`src/common/throttle_consts.svh`:
```
// Register map, field positions, reset values and timing for the throttle block
`ifndef THROTTLE_CONSTS_SVH
`define THROTTLE_CONSTS_SVH

// Register byte offsets
`define FAN_OVERRIDE_CONFIG_ADDR      8'h10
`define HYSTERESIS_CONFIG_ADDR        8'h11
`define REMOTE_ONE_CRIT_LIMIT_ADDR    8'h6a
`define LOCAL_CRIT_LIMIT_ADDR         8'h6b
`define REMOTE_TWO_CRIT_LIMIT_ADDR    8'h6c
`define ALERT_MASK_ONE_ADDR           8'h74
`define ALERT_MASK_TWO_ADDR           8'h75
`define TIMER_AND_BOOST_CONFIG_ADDR   8'h78
`define ASSERTION_TIMER_ADDR          8'h79
`define ASSERTION_TIMER_LIMIT_ADDR    8'h7a
`define CHANNEL_OUTPUT_ENABLE_ADDR    8'h7c
`define SHARED_PIN_EVENT_CONFIG_ADDR  8'h7d
`define STATUS_TWO_ADDR               8'h3f

// Field positions
`define BOOST_ENABLE_BIT              2
`define TIMER_ENABLE_BIT              1
`define TIMER_LIMIT_FLAG_BIT          5
`define MASK_TWO_TIMER_BIT            5
`define MASK_ONE_TIMER_BIT            0
`define MANUAL_OVERRIDE_BIT           3
`define HYSTERESIS_OFF_BIT            0
`define EVENT_DUTY_SELECT_BIT         3
`define EVENT_DISABLE_BIT             2
`define CHANNEL_ENABLE_LSB            5
`define PIN_FUNC_LSB                  0

// Shared pin function codes
`define PIN_FUNC_TACH                 2'h0
`define PIN_FUNC_THROTTLE             2'h1
`define PIN_FUNC_ALERT                2'h2
`define PIN_FUNC_GPIO                 2'h3

// Reset value and timer full scale
`define CONFIG_RESET                  8'h00
`define TIMER_FULL_SCALE              8'hff

// Critical limit disable codes
`define OFFSET64_DISABLE_MAX          8'h01
`define TWOS_DISABLE_CODE             8'h80

// Timing: timer weight and core clock period
`define TIMER_LSB_NS                  22760000
`define CLK_PERIOD_NS                 50
`define TIMER_LSB_CYCLES              (`TIMER_LSB_NS / `CLK_PERIOD_NS)

`endif

```
`src/common/throttle_pkg.sv`:
```
// Types shared by the throttle timer and alert block
package throttle_pkg;

  // One register access from the serial interface engine
  typedef struct packed {
    logic       wr;
    logic       rd;
    logic [7:0] addr;
    logic [7:0] wdata;
  } reg_req_t;

  // One temperature result; value is quarter degrees
  typedef struct packed {
    logic       done;
    logic [9:0] value;
  } temp_report_t;

endpackage

```
`src/rtl/thermal_throttle_timer_alert.sv`:
```
// Throttle pin timer, limit flag, alert and overtemperature drive
`timescale 1ns/1ns
`include "throttle_consts.svh"

module thermal_throttle_timer_alert
  import throttle_pkg::*;
#(
  parameter int TICK_CYCLES = `TIMER_LSB_CYCLES
)
(
  // Clock and reset
  input  wire logic                CORE_CLK_IN,
  input  wire logic                RST_IN,
  // Register access
  input  wire reg_req_t            REG_REQ_IN,
  output logic [7:0]               REG_RDATA_OUT,
  // Throttle pins: bit 0 dedicated, bit 1 shared
  input  wire logic [1:0]          THROTTLE_PIN_IN,
  output logic [1:0]               THROTTLE_PIN_OUT,
  output logic [1:0]               THROTTLE_PIN_OE_OUT,
  // Temperatures: 0 remote one, 1 local, 2 remote two
  input  wire temp_report_t [2:0]  TEMP_REPORT_IN,
  input  wire logic                TEMP_TWOS_MODE_IN,
  // Fan control
  input  wire logic                FAN_RUNNING_IN,
  input  wire logic                MANUAL_MODE_IN,
  output logic                     FAN_FORCE_OUT,
  output logic                     FAN_FORCE_MAX_DUTY_OUT,
  // Alert request, active high
  output logic                     ALERT_OUT
);

  logic [7:0]  fan_override_config_reg;
  logic [7:0]  hysteresis_config_reg;
  logic [7:0]  crit_limit_reg [3];
  logic [7:0]  alert_mask_one_reg;
  logic [7:0]  alert_mask_two_reg;
  logic [7:0]  timer_and_boost_config_reg;
  logic [7:0]  assertion_timer_limit_reg;
  logic [7:0]  channel_output_enable_reg;
  logic [7:0]  shared_pin_event_config_reg;

  logic [1:0]  pin_meta_reg;
  logic [1:0]  pin_sync_reg;
  logic [2:0]  over_reg;
  logic [31:0] sub_count_reg;
  logic [7:0]  ticks_reg;
  logic        seen_reg;
  logic        flag_reg;

  logic        wr;
  logic        timer_rd;
  logic        status_rd;
  logic        mon_en;
  logic [1:0]  pin_func;
  logic        shared_is_throttle;
  logic        asserted;
  logic [7:0]  timer_val;
  logic        exceeded;
  logic        mask_sel;
  logic        drive_ok;
  logic        drive_low;
  logic        force_next;

  assign wr        = REG_REQ_IN.wr;
  assign timer_rd  = REG_REQ_IN.rd && (REG_REQ_IN.addr == `ASSERTION_TIMER_ADDR);
  assign status_rd = REG_REQ_IN.rd && (REG_REQ_IN.addr == `STATUS_TWO_ADDR);

  // Register writes
  always_ff @(posedge CORE_CLK_IN or posedge RST_IN)
  begin
    if (RST_IN)
    begin
      fan_override_config_reg     <= `CONFIG_RESET;
      hysteresis_config_reg       <= `CONFIG_RESET;
      crit_limit_reg[0]           <= `CONFIG_RESET;
      crit_limit_reg[1]           <= `CONFIG_RESET;
      crit_limit_reg[2]           <= `CONFIG_RESET;
      alert_mask_one_reg          <= `CONFIG_RESET;
      alert_mask_two_reg          <= `CONFIG_RESET;
      timer_and_boost_config_reg  <= `CONFIG_RESET;
      assertion_timer_limit_reg   <= `CONFIG_RESET;
      channel_output_enable_reg   <= `CONFIG_RESET;
      shared_pin_event_config_reg <= `CONFIG_RESET;
    end
    else if (wr)
    begin
      case (REG_REQ_IN.addr)
        `FAN_OVERRIDE_CONFIG_ADDR:     fan_override_config_reg     <= REG_REQ_IN.wdata;
        `HYSTERESIS_CONFIG_ADDR:       hysteresis_config_reg       <= REG_REQ_IN.wdata;
        `REMOTE_ONE_CRIT_LIMIT_ADDR:   crit_limit_reg[0]           <= REG_REQ_IN.wdata;
        `LOCAL_CRIT_LIMIT_ADDR:        crit_limit_reg[1]           <= REG_REQ_IN.wdata;
        `REMOTE_TWO_CRIT_LIMIT_ADDR:   crit_limit_reg[2]           <= REG_REQ_IN.wdata;
        `ALERT_MASK_ONE_ADDR:          alert_mask_one_reg          <= REG_REQ_IN.wdata;
        `ALERT_MASK_TWO_ADDR:          alert_mask_two_reg          <= REG_REQ_IN.wdata;
        `TIMER_AND_BOOST_CONFIG_ADDR:  timer_and_boost_config_reg  <= REG_REQ_IN.wdata;
        `ASSERTION_TIMER_LIMIT_ADDR:   assertion_timer_limit_reg   <= REG_REQ_IN.wdata;
        `CHANNEL_OUTPUT_ENABLE_ADDR:   channel_output_enable_reg   <= REG_REQ_IN.wdata;
        `SHARED_PIN_EVENT_CONFIG_ADDR: shared_pin_event_config_reg <= REG_REQ_IN.wdata;
        default:                       ;
      endcase
    end
  end

  // Register reads; data appears the edge after the read strobe
  always_ff @(posedge CORE_CLK_IN or posedge RST_IN)
  begin
    if (RST_IN)
      REG_RDATA_OUT <= 8'h00;
    else if (REG_REQ_IN.rd)
    begin
      case (REG_REQ_IN.addr)
        `FAN_OVERRIDE_CONFIG_ADDR:     REG_RDATA_OUT <= fan_override_config_reg;
        `HYSTERESIS_CONFIG_ADDR:       REG_RDATA_OUT <= hysteresis_config_reg;
        `REMOTE_ONE_CRIT_LIMIT_ADDR:   REG_RDATA_OUT <= crit_limit_reg[0];
        `LOCAL_CRIT_LIMIT_ADDR:        REG_RDATA_OUT <= crit_limit_reg[1];
        `REMOTE_TWO_CRIT_LIMIT_ADDR:   REG_RDATA_OUT <= crit_limit_reg[2];
        `ALERT_MASK_ONE_ADDR:          REG_RDATA_OUT <= alert_mask_one_reg;
        `ALERT_MASK_TWO_ADDR:          REG_RDATA_OUT <= alert_mask_two_reg;
        `TIMER_AND_BOOST_CONFIG_ADDR:  REG_RDATA_OUT <= timer_and_boost_config_reg;
        `ASSERTION_TIMER_ADDR:         REG_RDATA_OUT <= timer_val;
        `ASSERTION_TIMER_LIMIT_ADDR:   REG_RDATA_OUT <= assertion_timer_limit_reg;
        `CHANNEL_OUTPUT_ENABLE_ADDR:   REG_RDATA_OUT <= channel_output_enable_reg;
        `SHARED_PIN_EVENT_CONFIG_ADDR: REG_RDATA_OUT <= shared_pin_event_config_reg;
        `STATUS_TWO_ADDR:              REG_RDATA_OUT <= {2'h0, flag_reg, 5'h00};
        default:                       REG_RDATA_OUT <= 8'h00;
      endcase
    end
  end

  // Pin function and timer enable
  assign mon_en             = timer_and_boost_config_reg[`TIMER_ENABLE_BIT];
  assign pin_func           = shared_pin_event_config_reg[`PIN_FUNC_LSB +: 2];
  assign shared_is_throttle = mon_en && (pin_func == `PIN_FUNC_THROTTLE);

  // Two-stage synchronisers on both candidate pins
  always_ff @(posedge CORE_CLK_IN or posedge RST_IN)
  begin
    if (RST_IN)
    begin
      pin_meta_reg <= 2'h3;
      pin_sync_reg <= 2'h3;
    end
    else
    begin
      pin_meta_reg <= THROTTLE_PIN_IN;
      pin_sync_reg <= pin_meta_reg;
    end
  end

  // Pin is active low; our own drive also counts as an assertion
  assign asserted = (mon_en && !pin_sync_reg[0]) || (shared_is_throttle && !pin_sync_reg[1]);

  // Low timer codes: bit 0 marks a first assertion until two steps pass
  assign timer_val = (ticks_reg < 8'h02) ? {7'h00, seen_reg} : ticks_reg;

  // Accumulating timer, cleared by a read of the timer register
  always_ff @(posedge CORE_CLK_IN or posedge RST_IN)
  begin
    if (RST_IN)
    begin
      sub_count_reg <= 32'h0;
      ticks_reg     <= 8'h00;
      seen_reg      <= 1'b0;
    end
    else if (timer_rd)
    begin
      // Read during an assertion restarts at the first-assertion code
      sub_count_reg <= 32'h0;
      ticks_reg     <= 8'h00;
      seen_reg      <= asserted;
    end
    else if (asserted && ticks_reg != `TIMER_FULL_SCALE)
    begin
      seen_reg <= 1'b1;
      if (sub_count_reg == 32'(TICK_CYCLES - 1))
      begin
        sub_count_reg <= 32'h0;
        ticks_reg     <= ticks_reg + 8'h01;
      end
      else
        sub_count_reg <= sub_count_reg + 32'h1;
    end
  end

  // Combinational compare tracks every timer change
  assign exceeded = timer_val > assertion_timer_limit_reg;

  // Sticky flag: set wins over the read-clear
  always_ff @(posedge CORE_CLK_IN or posedge RST_IN)
  begin
    if (RST_IN)
      flag_reg <= 1'b0;
    else if (exceeded)
      flag_reg <= 1'b1;
    else if (status_rd)
      flag_reg <= 1'b0;
  end

  // Mask bit depends on which pin carries the timer input
  assign mask_sel = (pin_func == `PIN_FUNC_THROTTLE) ? alert_mask_two_reg[`MASK_TWO_TIMER_BIT]
                                                     : alert_mask_one_reg[`MASK_ONE_TIMER_BIT];

  always_ff @(posedge CORE_CLK_IN or posedge RST_IN)
  begin
    if (RST_IN)
      ALERT_OUT <= 1'b0;
    else
      ALERT_OUT <= flag_reg && !mask_sel;
  end

  // Overtemperature compare per channel, once per result
  genvar ch;
  generate
    for (ch = 0; ch < 3; ch++)
    begin : g_chan
      logic [9:0] temp_key;
      logic [9:0] limit_key;
      logic       limit_off;
      // Two's complement maps onto the unsigned scale by flipping the sign
      assign temp_key  = TEMP_TWOS_MODE_IN ? {~TEMP_REPORT_IN[ch].value[9], TEMP_REPORT_IN[ch].value[8:0]}
                                           : TEMP_REPORT_IN[ch].value;
      assign limit_key = TEMP_TWOS_MODE_IN ? {~crit_limit_reg[ch][7], crit_limit_reg[ch][6:0], 2'h0}
                                           : {crit_limit_reg[ch], 2'h0};
      assign limit_off = TEMP_TWOS_MODE_IN ? (crit_limit_reg[ch] == `TWOS_DISABLE_CODE)
                                           : (crit_limit_reg[ch] <= `OFFSET64_DISABLE_MAX);

      always_ff @(posedge CORE_CLK_IN or posedge RST_IN)
      begin
        if (RST_IN)
          over_reg[ch] <= 1'b0;
        else if (TEMP_REPORT_IN[ch].done)
          over_reg[ch] <= channel_output_enable_reg[`CHANNEL_ENABLE_LSB + ch]
                          && !limit_off
                          && (temp_key > limit_key);
      end
    end
  endgenerate

  // Disable bit blocks the drive only while hysteresis is on
  assign drive_ok  = !(shared_pin_event_config_reg[`EVENT_DISABLE_BIT]
                       && !hysteresis_config_reg[`HYSTERESIS_OFF_BIT]);
  assign drive_low = drive_ok && (|over_reg);

  always_ff @(posedge CORE_CLK_IN or posedge RST_IN)
  begin
    if (RST_IN)
    begin
      THROTTLE_PIN_OUT    <= 2'h0;
      THROTTLE_PIN_OE_OUT <= 2'h0;
    end
    else
    begin
      THROTTLE_PIN_OUT    <= 2'h0;
      THROTTLE_PIN_OE_OUT <= {drive_low && shared_is_throttle, drive_low && mon_en};
    end
  end

  // Fan boost on throttle assertion
  assign force_next = asserted
                      && timer_and_boost_config_reg[`BOOST_ENABLE_BIT]
                      && FAN_RUNNING_IN
                      && !shared_pin_event_config_reg[`EVENT_DISABLE_BIT]
                      && (!MANUAL_MODE_IN || fan_override_config_reg[`MANUAL_OVERRIDE_BIT]);

  always_ff @(posedge CORE_CLK_IN or posedge RST_IN)
  begin
    if (RST_IN)
    begin
      FAN_FORCE_OUT          <= 1'b0;
      FAN_FORCE_MAX_DUTY_OUT <= 1'b0;
    end
    else
    begin
      FAN_FORCE_OUT          <= force_next;
      FAN_FORCE_MAX_DUTY_OUT <= shared_pin_event_config_reg[`EVENT_DUTY_SELECT_BIT];
    end
  end

  // Checks
  AST_FLAG_ON_EXCEED: assert property (@(posedge CORE_CLK_IN) disable iff (RST_IN)
    exceeded |=> flag_reg)
    else $error("flag not set after timer exceeded limit");

  AST_FIRST_ASSERTION: assert property (@(posedge CORE_CLK_IN) disable iff (RST_IN)
    ($rose(seen_reg) && assertion_timer_limit_reg == 8'h00) |=> flag_reg)
    else $error("zero limit did not flag first assertion");

  AST_LIMIT_ONE: assert property (@(posedge CORE_CLK_IN) disable iff (RST_IN)
    (assertion_timer_limit_reg == 8'h01 && ticks_reg < 8'h02) |-> !exceeded)
    else $error("limit one exceeded before two steps");

  AST_MASKED_ALERT: assert property (@(posedge CORE_CLK_IN) disable iff (RST_IN)
    (flag_reg && mask_sel) |=> !ALERT_OUT)
    else $error("masked flag still raised the alert");

  AST_UNMASKED_ALERT: assert property (@(posedge CORE_CLK_IN) disable iff (RST_IN)
    (flag_reg && !mask_sel) |=> ALERT_OUT)
    else $error("unmasked flag did not raise the alert");

  AST_MONITOR_OFF: assert property (@(posedge CORE_CLK_IN) disable iff (RST_IN)
    (!mon_en && !timer_rd) |=> ($stable(ticks_reg) && $stable(sub_count_reg)))
    else $error("timer moved while monitoring disabled");

  AST_SATURATE: assert property (@(posedge CORE_CLK_IN) disable iff (RST_IN)
    (ticks_reg == `TIMER_FULL_SCALE && !timer_rd) |=> ticks_reg == `TIMER_FULL_SCALE)
    else $error("timer left full scale without a read");

  AST_READ_CLEARS: assert property (@(posedge CORE_CLK_IN) disable iff (RST_IN)
    timer_rd |=> (ticks_reg == 8'h00 && sub_count_reg == 32'h0))
    else $error("timer read did not clear the timer");

  AST_STOPPED_FANS: assert property (@(posedge CORE_CLK_IN) disable iff (RST_IN)
    !FAN_RUNNING_IN |=> !FAN_FORCE_OUT)
    else $error("stopped fans were forced");

  AST_MANUAL_MODE: assert property (@(posedge CORE_CLK_IN) disable iff (RST_IN)
    (MANUAL_MODE_IN && !fan_override_config_reg[`MANUAL_OVERRIDE_BIT]) |=> !FAN_FORCE_OUT)
    else $error("manual mode forced without override");

  AST_EVENT_DISABLE: assert property (@(posedge CORE_CLK_IN) disable iff (RST_IN)
    shared_pin_event_config_reg[`EVENT_DISABLE_BIT] |=> !FAN_FORCE_OUT)
    else $error("event disable did not block fan force");

  AST_HOLD_CYCLE: assert property (@(posedge CORE_CLK_IN) disable iff (RST_IN)
    (over_reg[0] && !TEMP_REPORT_IN[0].done) |=> over_reg[0])
    else $error("overtemperature dropped between results");

  AST_HYST_BLOCK: assert property (@(posedge CORE_CLK_IN) disable iff (RST_IN)
    (shared_pin_event_config_reg[`EVENT_DISABLE_BIT] && !hysteresis_config_reg[`HYSTERESIS_OFF_BIT])
      |=> THROTTLE_PIN_OE_OUT == 2'h0)
    else $error("pin driven with hysteresis on and function disabled");

  AST_LIMIT_DISABLED: assert property (@(posedge CORE_CLK_IN) disable iff (RST_IN)
    (TEMP_REPORT_IN[0].done && !TEMP_TWOS_MODE_IN && crit_limit_reg[0] <= `OFFSET64_DISABLE_MAX)
      |=> !over_reg[0])
    else $error("disabled limit still tripped remote one");

  AST_TWOS_DISABLED: assert property (@(posedge CORE_CLK_IN) disable iff (RST_IN)
    (TEMP_REPORT_IN[0].done && TEMP_TWOS_MODE_IN && crit_limit_reg[0] == `TWOS_DISABLE_CODE)
      |=> !over_reg[0])
    else $error("lowest twos limit still tripped remote one");

  AST_AT_LIMIT_RELEASE: assert property (@(posedge CORE_CLK_IN) disable iff (RST_IN)
    (TEMP_REPORT_IN[0].done && !TEMP_TWOS_MODE_IN && TEMP_REPORT_IN[0].value <= {crit_limit_reg[0], 2'h0})
      |=> !over_reg[0])
    else $error("remote one held over at or below its limit");

  AST_SHARED_DRIVE: assert property (@(posedge CORE_CLK_IN) disable iff (RST_IN)
    !shared_is_throttle |=> !THROTTLE_PIN_OE_OUT[1])
    else $error("shared pin driven without throttle function");

endmodule

```
`config.mk`:
```
export PLATFORM = sky130hd
export DESIGN_NAME = thermal_throttle_timer_alert
export DESIGN_NICKNAME = d
export VERILOG_FILES = /design/src/common/throttle_pkg.sv /design/src/rtl/thermal_throttle_timer_alert.sv
export VERILOG_INCLUDE_DIRS = /design/src /design/src/common
export SDC_FILE = /design/constraint.sdc
export NUM_CORES = 1
export LEC_CHECK = 0
export ABC_AREA = 1
export BUFFER_PORTS_ARGS = -buffer_cell sky130_fd_sc_hd__buf_2
export CAP_MARGIN = 20
export CORE_MARGIN = 3
export CORE_UTILIZATION = 33
export DETAILED_ROUTE_END_ITERATION = 6
export GPL_ROUTABILITY_DRIVEN = 1
export MAX_ROUTING_LAYER = met4
export SKIP_LAST_GASP = 1
export SYNTH_ARGS = -nofsm -noshare
export SYNTH_HDL_FRONTEND = slang
export SYNTH_SLANG_ARGS = --single-unit
```
`constraint.sdc`:
```
create_clock -name CORE_CLK_IN -period 11.5 [get_ports CORE_CLK_IN]
set_clock_uncertainty 0.05 [all_clocks]
set_input_delay 2.3 -clock CORE_CLK_IN [delete_from_list [all_inputs] [get_ports CORE_CLK_IN]]
set_output_delay 2.3 -clock CORE_CLK_IN [all_outputs]
set_load 0.01 [all_outputs]
```
Word level (Yosys, flattened, before mapping)
Index checks and enable logic that the tools add are counted.
W data, S select, Z words.
{"block": "word_totals", "register_bits": 150, "output_inout_bits": 15}
{"block": "op_classes", "addsub": 2, "order_cmp": 8, "eq_ne": 19, "muxes": 22, "n_bitwise": 6, "n_reduce_logical": 49}
{"cell": "$pmux W8 S13", "count": 1}
{"cell": "$mux W32", "count": 3}
{"cell": "$eq A8 B7 Y1 const B", "count": 10}
{"cell": "$mux W10", "count": 6}
{"cell": "$add A32 B1 Y32 const B", "count": 1}
{"cell": "$eq A32 B19 Y1 const B", "count": 1}
{"cell": "$mux W8", "count": 4}
{"cell": "$gt A10 B10 Y1", "count": 3}
{"cell": "$eq A8 B8 Y1 const B", "count": 3}
{"cell": "$le A8 B1 Y1 const B", "count": 3}
{"cell": "$reduce_and A2 Y1", "count": 12}
{"cell": "$logic_and A1 B1 Y1", "count": 21}
{"cell": "$eq A8 B5 Y1 const B", "count": 2}
{"cell": "$logic_not A1 Y1", "count": 10}
{"cell": "$add A8 B1 Y8 const B", "count": 1}
{"cell": "$eq A8 B6 Y1 const B", "count": 1}
{"cell": "$gt A8 B8 Y1", "count": 1}
{"cell": "$lt A8 B2 Y1 const B", "count": 1}
{"cell": "$mux W1", "count": 8}
{"cell": "$ne A8 B8 Y1 const B", "count": 1}
{"cell": "$not A1 Y1", "count": 6}
{"cell": "$reduce_bool A2 Y1", "count": 3}
{"cell": "$reduce_or A3 Y1", "count": 1}
{"cell": "$eq A2 B1 Y1 const B", "count": 1}
{"cell": "$logic_or A1 B1 Y1", "count": 2}

Longest topological paths before layout
Gate-level depths: netlist of the first run.
{"block": "depth", "word_depth": 8, "mapped_depth": 14, "ltp_nobuf": 13}

Worst setup path after synthesis of the first run
Ideal clock, no wire load.
{"block": "synth_timing", "path_type": "input-to-reg", "startpoint": "input TEMP_TWOS_MODE_IN", "endpoint": "register over_reg[1]", "t_arrival_ps": 3692, "setup_slack_ps": 7642, "path_stages": 11, "cell_sequence": "clkbuf_1 nor2_1 or2_2 ha_1 nand2_1 nor3_1 nand4_1 nand3_1 nor2_1 nand2_1 nand2_1"}
{"block": "synth_between", "elab_chain_len": 4, "elab_cells_between_ends": 7, "cone_classes": "1 x order compare; 3 x mux; 3 x reduce/logical"}
{"item": "from (decl)", "line_no": "thermal_throttle_timer_alert.sv:23", "text": "input wire logic TEMP_TWOS_MODE_IN,"}
{"item": "parallel branches: the longest is 3 deep, another holds $gt A10 B10 Y1"}
{"item": "$logic_and A1 B1 Y1 *", "line_no": "thermal_throttle_timer_alert.sv:233", "text": "over_reg[ch] <= channel_output_enable_reg[`CHANNEL_ENABLE_LSB + ch]"}
{"item": "to (signal, indexed assignment)", "line_no": "thermal_throttle_timer_alert.sv:233"}
{"item": "to (decl)", "line_no": "thermal_throttle_timer_alert.sv:45", "text": "logic [2:0] over_reg;"}
Mark *: on every way between the ends.
A chain may end at the register's enable or synchronous reset.

Worst setup path in the final report of the first run
{"block": "layout_timing", "startpoint": "input REG_REQ_IN[15] (netlist name)", "endpoint": "register sub_count_reg[22]"}
{"block": "layout_between", "elab_chain_len": 3, "elab_cells_between_ends": 4, "cone_classes": "1 x eq/ne; 1 x mux; 2 x reduce/logical"}
{"item": "from (decl)", "line_no": "thermal_throttle_timer_alert.sv:15", "text": "input wire reg_req_t REG_REQ_IN,"}
{"item": "$eq A8 B7 Y1 *"}
{"item": "$logic_and A1 B1 Y1 *", "line_no": "thermal_throttle_timer_alert.sv:66", "text": "assign timer_rd = REG_REQ_IN.rd && (REG_REQ_IN.addr == `ASSERTION_TIMER_ADDR);"}
{"item": "$mux W32 / $reduce_bool A2 Y1 (equally long branches)"}
{"item": "to (signal assigned)", "line_no": "thermal_throttle_timer_alert.sv:182", "text": "sub_count_reg <= sub_count_reg + 32'h1;"}
{"item": "to (decl)", "line_no": "thermal_throttle_timer_alert.sv:46", "text": "logic [31:0] sub_count_reg;"}
Every way passes the cells marked *; elsewhere a longest branch is shown, timed or not.

==> summary.md, run 1 <==
| Metric | Value |
|---|---|
| Placed cell count | 1,598 |
| Worst skew pair latency | 0.43 ns |
| Most common cell after layout, fill and taps aside | nand2_1 |
| First-pass DRT Iterations | 5 |
| Max Buffers Root-to-Sink | 2 |
| Synthesis-to-finish area growth | 13.9% |
| Post-route ant nets | 0 |
| Status | finished, final reports clean |
| Final Max Tran Viols | 0 |
| Gr ovfl total | 0 |
| Mapped cell area | 8840 um2 |
| Most frequent cells in the layout | nand2_1, dfrtp_1, o21ai_0, inv_1, nor2_1 |
| GP Congestion | 0.920 |
| GRT Util Overall | 19.4% |
| Largest register FFs | 32 |
| Crit start category | input pin |
| Port-buffer cells | 70 |
| Fmax | 0.202 GHz |
| Avg Inst Size Synth | 7.20 um2 |
| Endpoint type of the worst setup path | flip-flop |
| Num CTS Buffers | 17 |
| Max cap viols | 0 |
| Overall Power | 1260 uW |
| Root Driver | clkbuf_16 |
| Combinational share of power | 8.8% |
| Initial Utilization | 33.7% |
| Synth cell types | 35 |
| Post-CTS sizing | 0 |
| Setup Fix Bufs, Post-CTS | 0 |
| Critical Path AT | 5.23 ns |
| # DRC | 0 |
| Fin cells | 1,630 |
| Core area | 26,200 um2 |
| IO Pins | 73 |
| Post-synth top area cell | dfrtp_1 |
| Setup TNS | 0 ns |
| Cells after synthesis | 1,228 |
| Share of post-route cells with drive strength above 1 | 10.3% |
| CP Max Fanout | 49 |
| Global-route wire length before repair | 42,800 um |
| Seq/Total Area, Yosys | 42.5% |
| Reg area | 3760 um2 |
| Row count | 59 |
| Initial DRC Count | 825 |
| Final-stage net count | 1,373 |
| P per Cell Area | 125 nW/um2 |
| Initial antenna violation count | 0 |
| Ys flop type | dfrtp_1 |
| Flops & latches, synth | 150 |
| Largest net degree at the start of global routing | 100 |
| Drt wl/cell | 16.2 um |
| Fill count | 2,747 |
| CTS tree | yes |
| Clk slew on worst S/H paths | 0.08 ns |
| Ranking of synthesized cells by area | dfrtp_1, nand2_1, o21ai_0, nand3_1, inv_1 |
| Die area | 28,800 um2 |
| Sequential Power Share | 45.1% |
| Vias in the first global route | 7,879 |
| Crit Path Category | input pin to flip-flop |
| Worst vdd ir | 0.0987 mV |
| Vias/cell | 5.13 |
| Hold crit path type | flip-flop to flip-flop |
| Synth warn | 0 |
| Static Leak | 0.00483 uW |
| Via count | 8,354 |
| # clock sinks | 150 |
| R2R Setup Slk | 8.80 ns |
| Hold-fix buffers, CTS | 0 |
| Antenna Cells | 0 |
| Crit path time final | 4.94 ns |
| Slew at the pin closest to its max-slew limit | 0.912 ns |
| Unrepaired setup endpoints after global routing | no |
| Top-area cell type share of the netlist area | 41.3% |
| Post-synth EDFFs | 0 |
| Sw frac | 29.8% |
| Final setup viols | 0 |
| Clk pwr share | 46.1% |
| Sw power | 376 uW |
| Die Span Y | 170 um |
| Die Width | 170 um |
| Final wirelength | 26,400 um |
| Final Cycle Share | 43.0% |
| Internal Pwr Total | 885 uW |
| Post-layout util | 38.4% |
| Fin. Hold Viols | 0 |
| Critical Path RT | 11.79 ns |
| Async S/R FF share, synth | 100% |
| H-tree depth | 4 |
| Max_slew headroom | 39.2% |
| Footprint of the multi-input gates | 4380 um2 |
| Final HPWL DP | 19,700 um |
[cell usage after synthesis, types with 10 or more instances]
library cell / n
nand2_1: 352
dfrtp_1: 146
inv_1: 133
o21ai_0: 133
nor2_1: 126
nand3_1: 121
nand4_1: 42
ha_1: 33
nor3_1: 27
a21oi_1: 17
buf_2: 16
clkbuf_1: 16
xor2_1: 10
[worst max-delay path, stage by stage]
cell and delay [ns]:
buf_2 0.11, inv_1 0.06, nand2_1 0.11, nor2_4 0.09
buf_4 0.36, nand4_4 0.53, nand2_2 0.86, inv_1 0.50
o21ai_0 0.29
[area by class of cell]
class / count / area share (%)
Multi-Input combinational cell: 904 / 43.5
Timing Repair Buffer: 73 / 3.70
Tap cell: 335 / 4.16
Sequential cell: 150 / 37.3
Inverter: 136 / 5.12
Clock inverter: 15 / 1.93
Clock buffer: 17 / 4.23
[metrics by stage]
| step | worst slack [ns] | instance area [um2] | hold WS (ns) |
|---|---|---|---|
| 2_1_floorplan | 5.12 | 8850 | 0.295 |
| 3_3_place_gp | 6.16 | 9450 | 0.296 |
| 3_5_place_dp | 6.08 | 9450 | 0.297 |
| 4_1_cts | 6.56 | 10100 | 0.302 |
| 5_1_grt | 6.17 | 10100 | 0.313 |
| 6_report | 6.56 | 10100 | 0.303 |
[logic make-up after synthesis]
| kind of cell | after synthesis | share of synthesized area (%) |
|---|---|---|
| AOI/OAI and AO/OA | 164 | 9.55 |
| xor gates and xnor gates | 11 | 1.09 |
| adders and majority gates | 33 | 4.67 |
| buffers and inverters | 175 | 7.97 |
| DFF | 150 | 42.5 |
| other | 1 | 0.0424 |
| and+or+nand+nor | 694 | 34.2 |
[metal layers]
metal,routed length [um],track usage [%]
met4,586,5.44
met5,0,-
met3,1430,3.07
met2,12700,30.9
met1,11700,25.7
[path summary, 6_finish.rpt]
check | start | end | depth (start not counted)
min in group asynchronous | RST_IN | crit_limit_reg[23] | 2
max in group asynchronous | RST_IN | sub_count_reg[21] | 3
setup / recovery | REG_REQ_IN[15] | sub_count_reg[22] | 9
hold / removal | pin_meta_reg[1] | pin_sync_reg[1] | 0
hold reg to reg | pin_meta_reg[1] | pin_sync_reg[1] | 0
setup reg to reg | shared_pin_event_config_reg[1] | sub_count_reg[22] | 9
[power by group through the flow]
stage                     Clock (uW)  Combinational [uW]  Sequential (uW)
after floorplan                    0                73.5              573
after global placement             0                 109              578
after detailed placement           0                 112              578
after CTS                        591                 113              568
after global routing             613                 129              571
final                            581                 111              569
Note: power is estimated with default switching activity, not from simulation.
==> run 2: changes to the inputs <==
==> constraint.sdc (replaced) <==
create_clock -name CORE_CLK_IN -period 5 [get_ports CORE_CLK_IN]
set_clock_uncertainty 0.05 [all_clocks]
set_input_delay 1 -clock CORE_CLK_IN [delete_from_list [all_inputs] [get_ports CORE_CLK_IN]]
set_output_delay 1 -clock CORE_CLK_IN [all_outputs]
set_load 0.01 [all_outputs]
==> run 2 against run 1 <==
  * Register-to-register slack got worse by 6.1 ns
  * Worst hold slack gained 0.0041 ns
  * Global-route usage rose by 0.28 points
  * Critical path type unchanged
  * Setup slack got worse by 4.6 ns
  * Critical path depth rose by 1
  * Sequential power up 130%
  * Via count is 1.1% lower
  * Wire length up 1.6%
==> summary.md, run 2 (synthesis gave the netlist of run 1 again) <==
| Metric | Value |
|---|---|
| Final Cycle Share | 60.1% |
| Most common cell after layout, fill and taps aside | nand2_1 (unchanged) |
| Post-CTS sizing | 0 (unchanged) |
| Largest net degree at the start of global routing | 99 (was 100) |
| Crit start category | input pin (unchanged) |
| Root Driver | clkbuf_16 (unchanged) |
| # DRC | 0 (unchanged) |
| Status | finished, final reports clean (unchanged) |
| Max cap viols | 0 (unchanged) |
| Port-buffer cells | 70 (unchanged) |
| Worst skew pair latency | 0.44 ns (was 0.43 ns) |
| Critical path buffers and inverters | 4 (unchanged) |
| Initial antenna violation count | 0 (unchanged) |
| Vias/cell | 5.06 (was 5.13) |
| Post-route ant nets | 0 (unchanged) |
| Via count | 8,263 (was 8,354) |
| Static Leak | 0.00484 uW (was 0.00483 uW) |
| Final-stage net count | 1,375 (was 1,373) |
| Critical Path RT | 5.27 ns (was 11.79 ns) |
| Die Span Y | 170 um (unchanged) |
| CP Max Fanout | 37 (was 49) |
| Global-route wire length before repair | 43,200 um (was 42,800 um) |
| Initial DRC Count | 644 (was 825) |
| Fin. Hold Viols | 0 (unchanged) |
| Fin cells | 1,632 (was 1,630) |
| CTS tree | yes (unchanged) |
| Worst vdd ir | 0.187 mV (was 0.0987 mV) |
| Final setup viols | 0 (unchanged) |
| IO Pins | 73 (unchanged) |
| Crit path cell chain | buf_2, inv_1, nand2_2, inv_1, nand4_4, nand2_2, buf_4, nand2_1, nor2_1, nor2_1 (was buf_2, inv_1, nand2_1, nor2_4, buf_4, nand4_4, nand2_2, inv_1, o21ai_0) |
| Final Max Tran Viols | 0 (unchanged) |
| Row count | 59 (unchanged) |
| Setup Fix Bufs, Post-CTS | 0 (unchanged) |
| Die area | 28,800 um2 (unchanged) |
| Share of post-route cells with drive strength above 1 | 10.4% (was 10.3%) |
| Slowest cell on crit path | nand4_4 (was nand2_2) |
| Gr ovfl total | 0 (unchanged) |
| Largest register FFs | 32 (unchanged) |
| Max_slew headroom | 48.7% (was 39.2%) |
| Final wirelength | 26,800 um (was 26,400 um) |
| Critical Path AT | 3.28 ns (was 5.23 ns) |
| Initial Utilization | 33.7% (unchanged) |
| Unrepaired setup endpoints after global routing | no (unchanged) |
| H-tree depth | 4 (unchanged) |
| Die Width | 170 um (unchanged) |
| Most frequent cells in the layout | nand2_1, dfrtp_1, o21ai_0, inv_1, nor2_1 (unchanged) |
| Placed cell count | 1,600 (was 1,598) |
| Delay-heaviest family, CP | simple AND/OR/NAND/NOR gates (unchanged) |
| Vias in the first global route | 8,032 (was 7,879) |
| GP Congestion | 0.946 (was 0.920) |
| Antenna Cells | 0 (unchanged) |
| Crit path time final | 3.00 ns |
| Clk slew on worst S/H paths | 0.07 ns (was 0.08 ns) |
| Drt wl/cell | 16.4 um (was 16.2 um) |
| Fill count | 2,761 (was 2,747) |
| Hold-fix buffers, CTS | 0 (unchanged) |
| Crit Path Category | input pin to flip-flop (unchanged) |
| Endpoint type of the worst setup path | flip-flop (unchanged) |
| Fmax | 0.333 GHz |
| Slew at the pin closest to its max-slew limit | 0.766 ns (was 0.912 ns) |
| P per Cell Area | 287 nW/um2 (was 125 nW/um2) |
| Max incr delay on CP | 0.51 ns (was 0.86 ns) |
| Hold crit path type | flip-flop to flip-flop (unchanged) |
| Max Buffers Root-to-Sink | 2 (unchanged) |
| # clock sinks | 150 (unchanged) |
| Synthesis-to-finish area growth | 13.9% (about the same) |
| First-pass DRT Iterations | 6 (was 5) |
| Final HPWL DP | 20,000 um (was 19,700 um) |
| Setup TNS | 0 ns (unchanged) |
| GRT Util Overall | 19.7% (was 19.4%) |
| Core area | 26,200 um2 (unchanged) |
| Num CTS Buffers | 17 (unchanged) |
## run 2: cell types whose count changed in the layout (fill, tap and decap cells not counted)
| cell | previous run | this run |
|---|---|---|
| buf_4 | 3 | 4 |
| clkinv_8 | 6 | 2 |
| inv_6 | 3 | 2 |
| clkinv_4 | 2 | 3 |
| clkinvlp_4 | 0 | 1 |
| inv_8 | 4 | 7 |
| buf_12 | 0 | 1 |
## run 2: worst register-to-register path, cell delays in order, from the launching register on
cell,delay (ns)
dfrtp_1,0.44
ha_1,0.22
nand3_1,0.13
nor2_1,0.18
nand3_1,0.09
nand2_1,0.12
nand2_2,0.16
inv_1,0.53
o21ai_0,0.20
## run 2: routing by layer
metal  part of all wire (%)  GRT usage (%)  routed length [um]
met3                    4.0           3.05                1070
met1                     46           25.4               12200
met5                      0              -                   0
met2                     48           32.0               12900
met4                    2.4           6.05                 646
## run 2: layout make-up
| type | count | area (um2) | area share, % |
|---|---|---|---|
| clock buffers | 17 | 425 | 4.22 |
| clock inverters | 15 | 171 | 1.70 |
| inverters | 136 | 514 | 5.11 |
| multi-input cells | 904 | 4380 | 43.5 |
| flip-flops and latches | 150 | 3760 | 37.3 |
| well taps | 335 | 419 | 4.16 |
| repair buffers | 75 | 400 | 3.98 |
## run 2: per-stage QoR
stage	worst slack, ns	power (uW)	utilization (%)	hold WS, ns	area (um2)
finish	2.00	2890	38.4	0.307	10100
global route	1.80	3010	38.4	0.316	10100
CTS	2.04	2920	38.4	0.307	10100
detailed placement	1.60	1590	36.2	0.297	9480
global placement	1.69	1580	36.2	0.296	9480
floorplan	2.06	1490	-	0.295	8850
## run 2: path summary, 6_finish.rpt
check / endpoint / startpoint / depth (start not counted) / slack, ns
max: sub_count_reg[3] / REG_REQ_IN[10] / 10 / 2.00
min: pin_sync_reg[1] / pin_meta_reg[1] / 0 / 0.31
max reg2reg: sub_count_reg[1] / ticks_reg[1] / 8 / 2.73
min reg2reg: pin_sync_reg[1] / pin_meta_reg[1] / 0 / 0.31
max in group asynchronous: fan_override_config_reg[2] / RST_IN / 3 / 3.65
min in group asynchronous: sub_count_reg[19] / RST_IN / 3 / 0.68
## run 2: where the power goes
part           switching (uW)  leakage, uW  internal, uW
Clock                     646     0.000294           680
Combinational             176      0.00259          84.6
Sequential               39.0      0.00196          1270
Total                     861      0.00484          2030
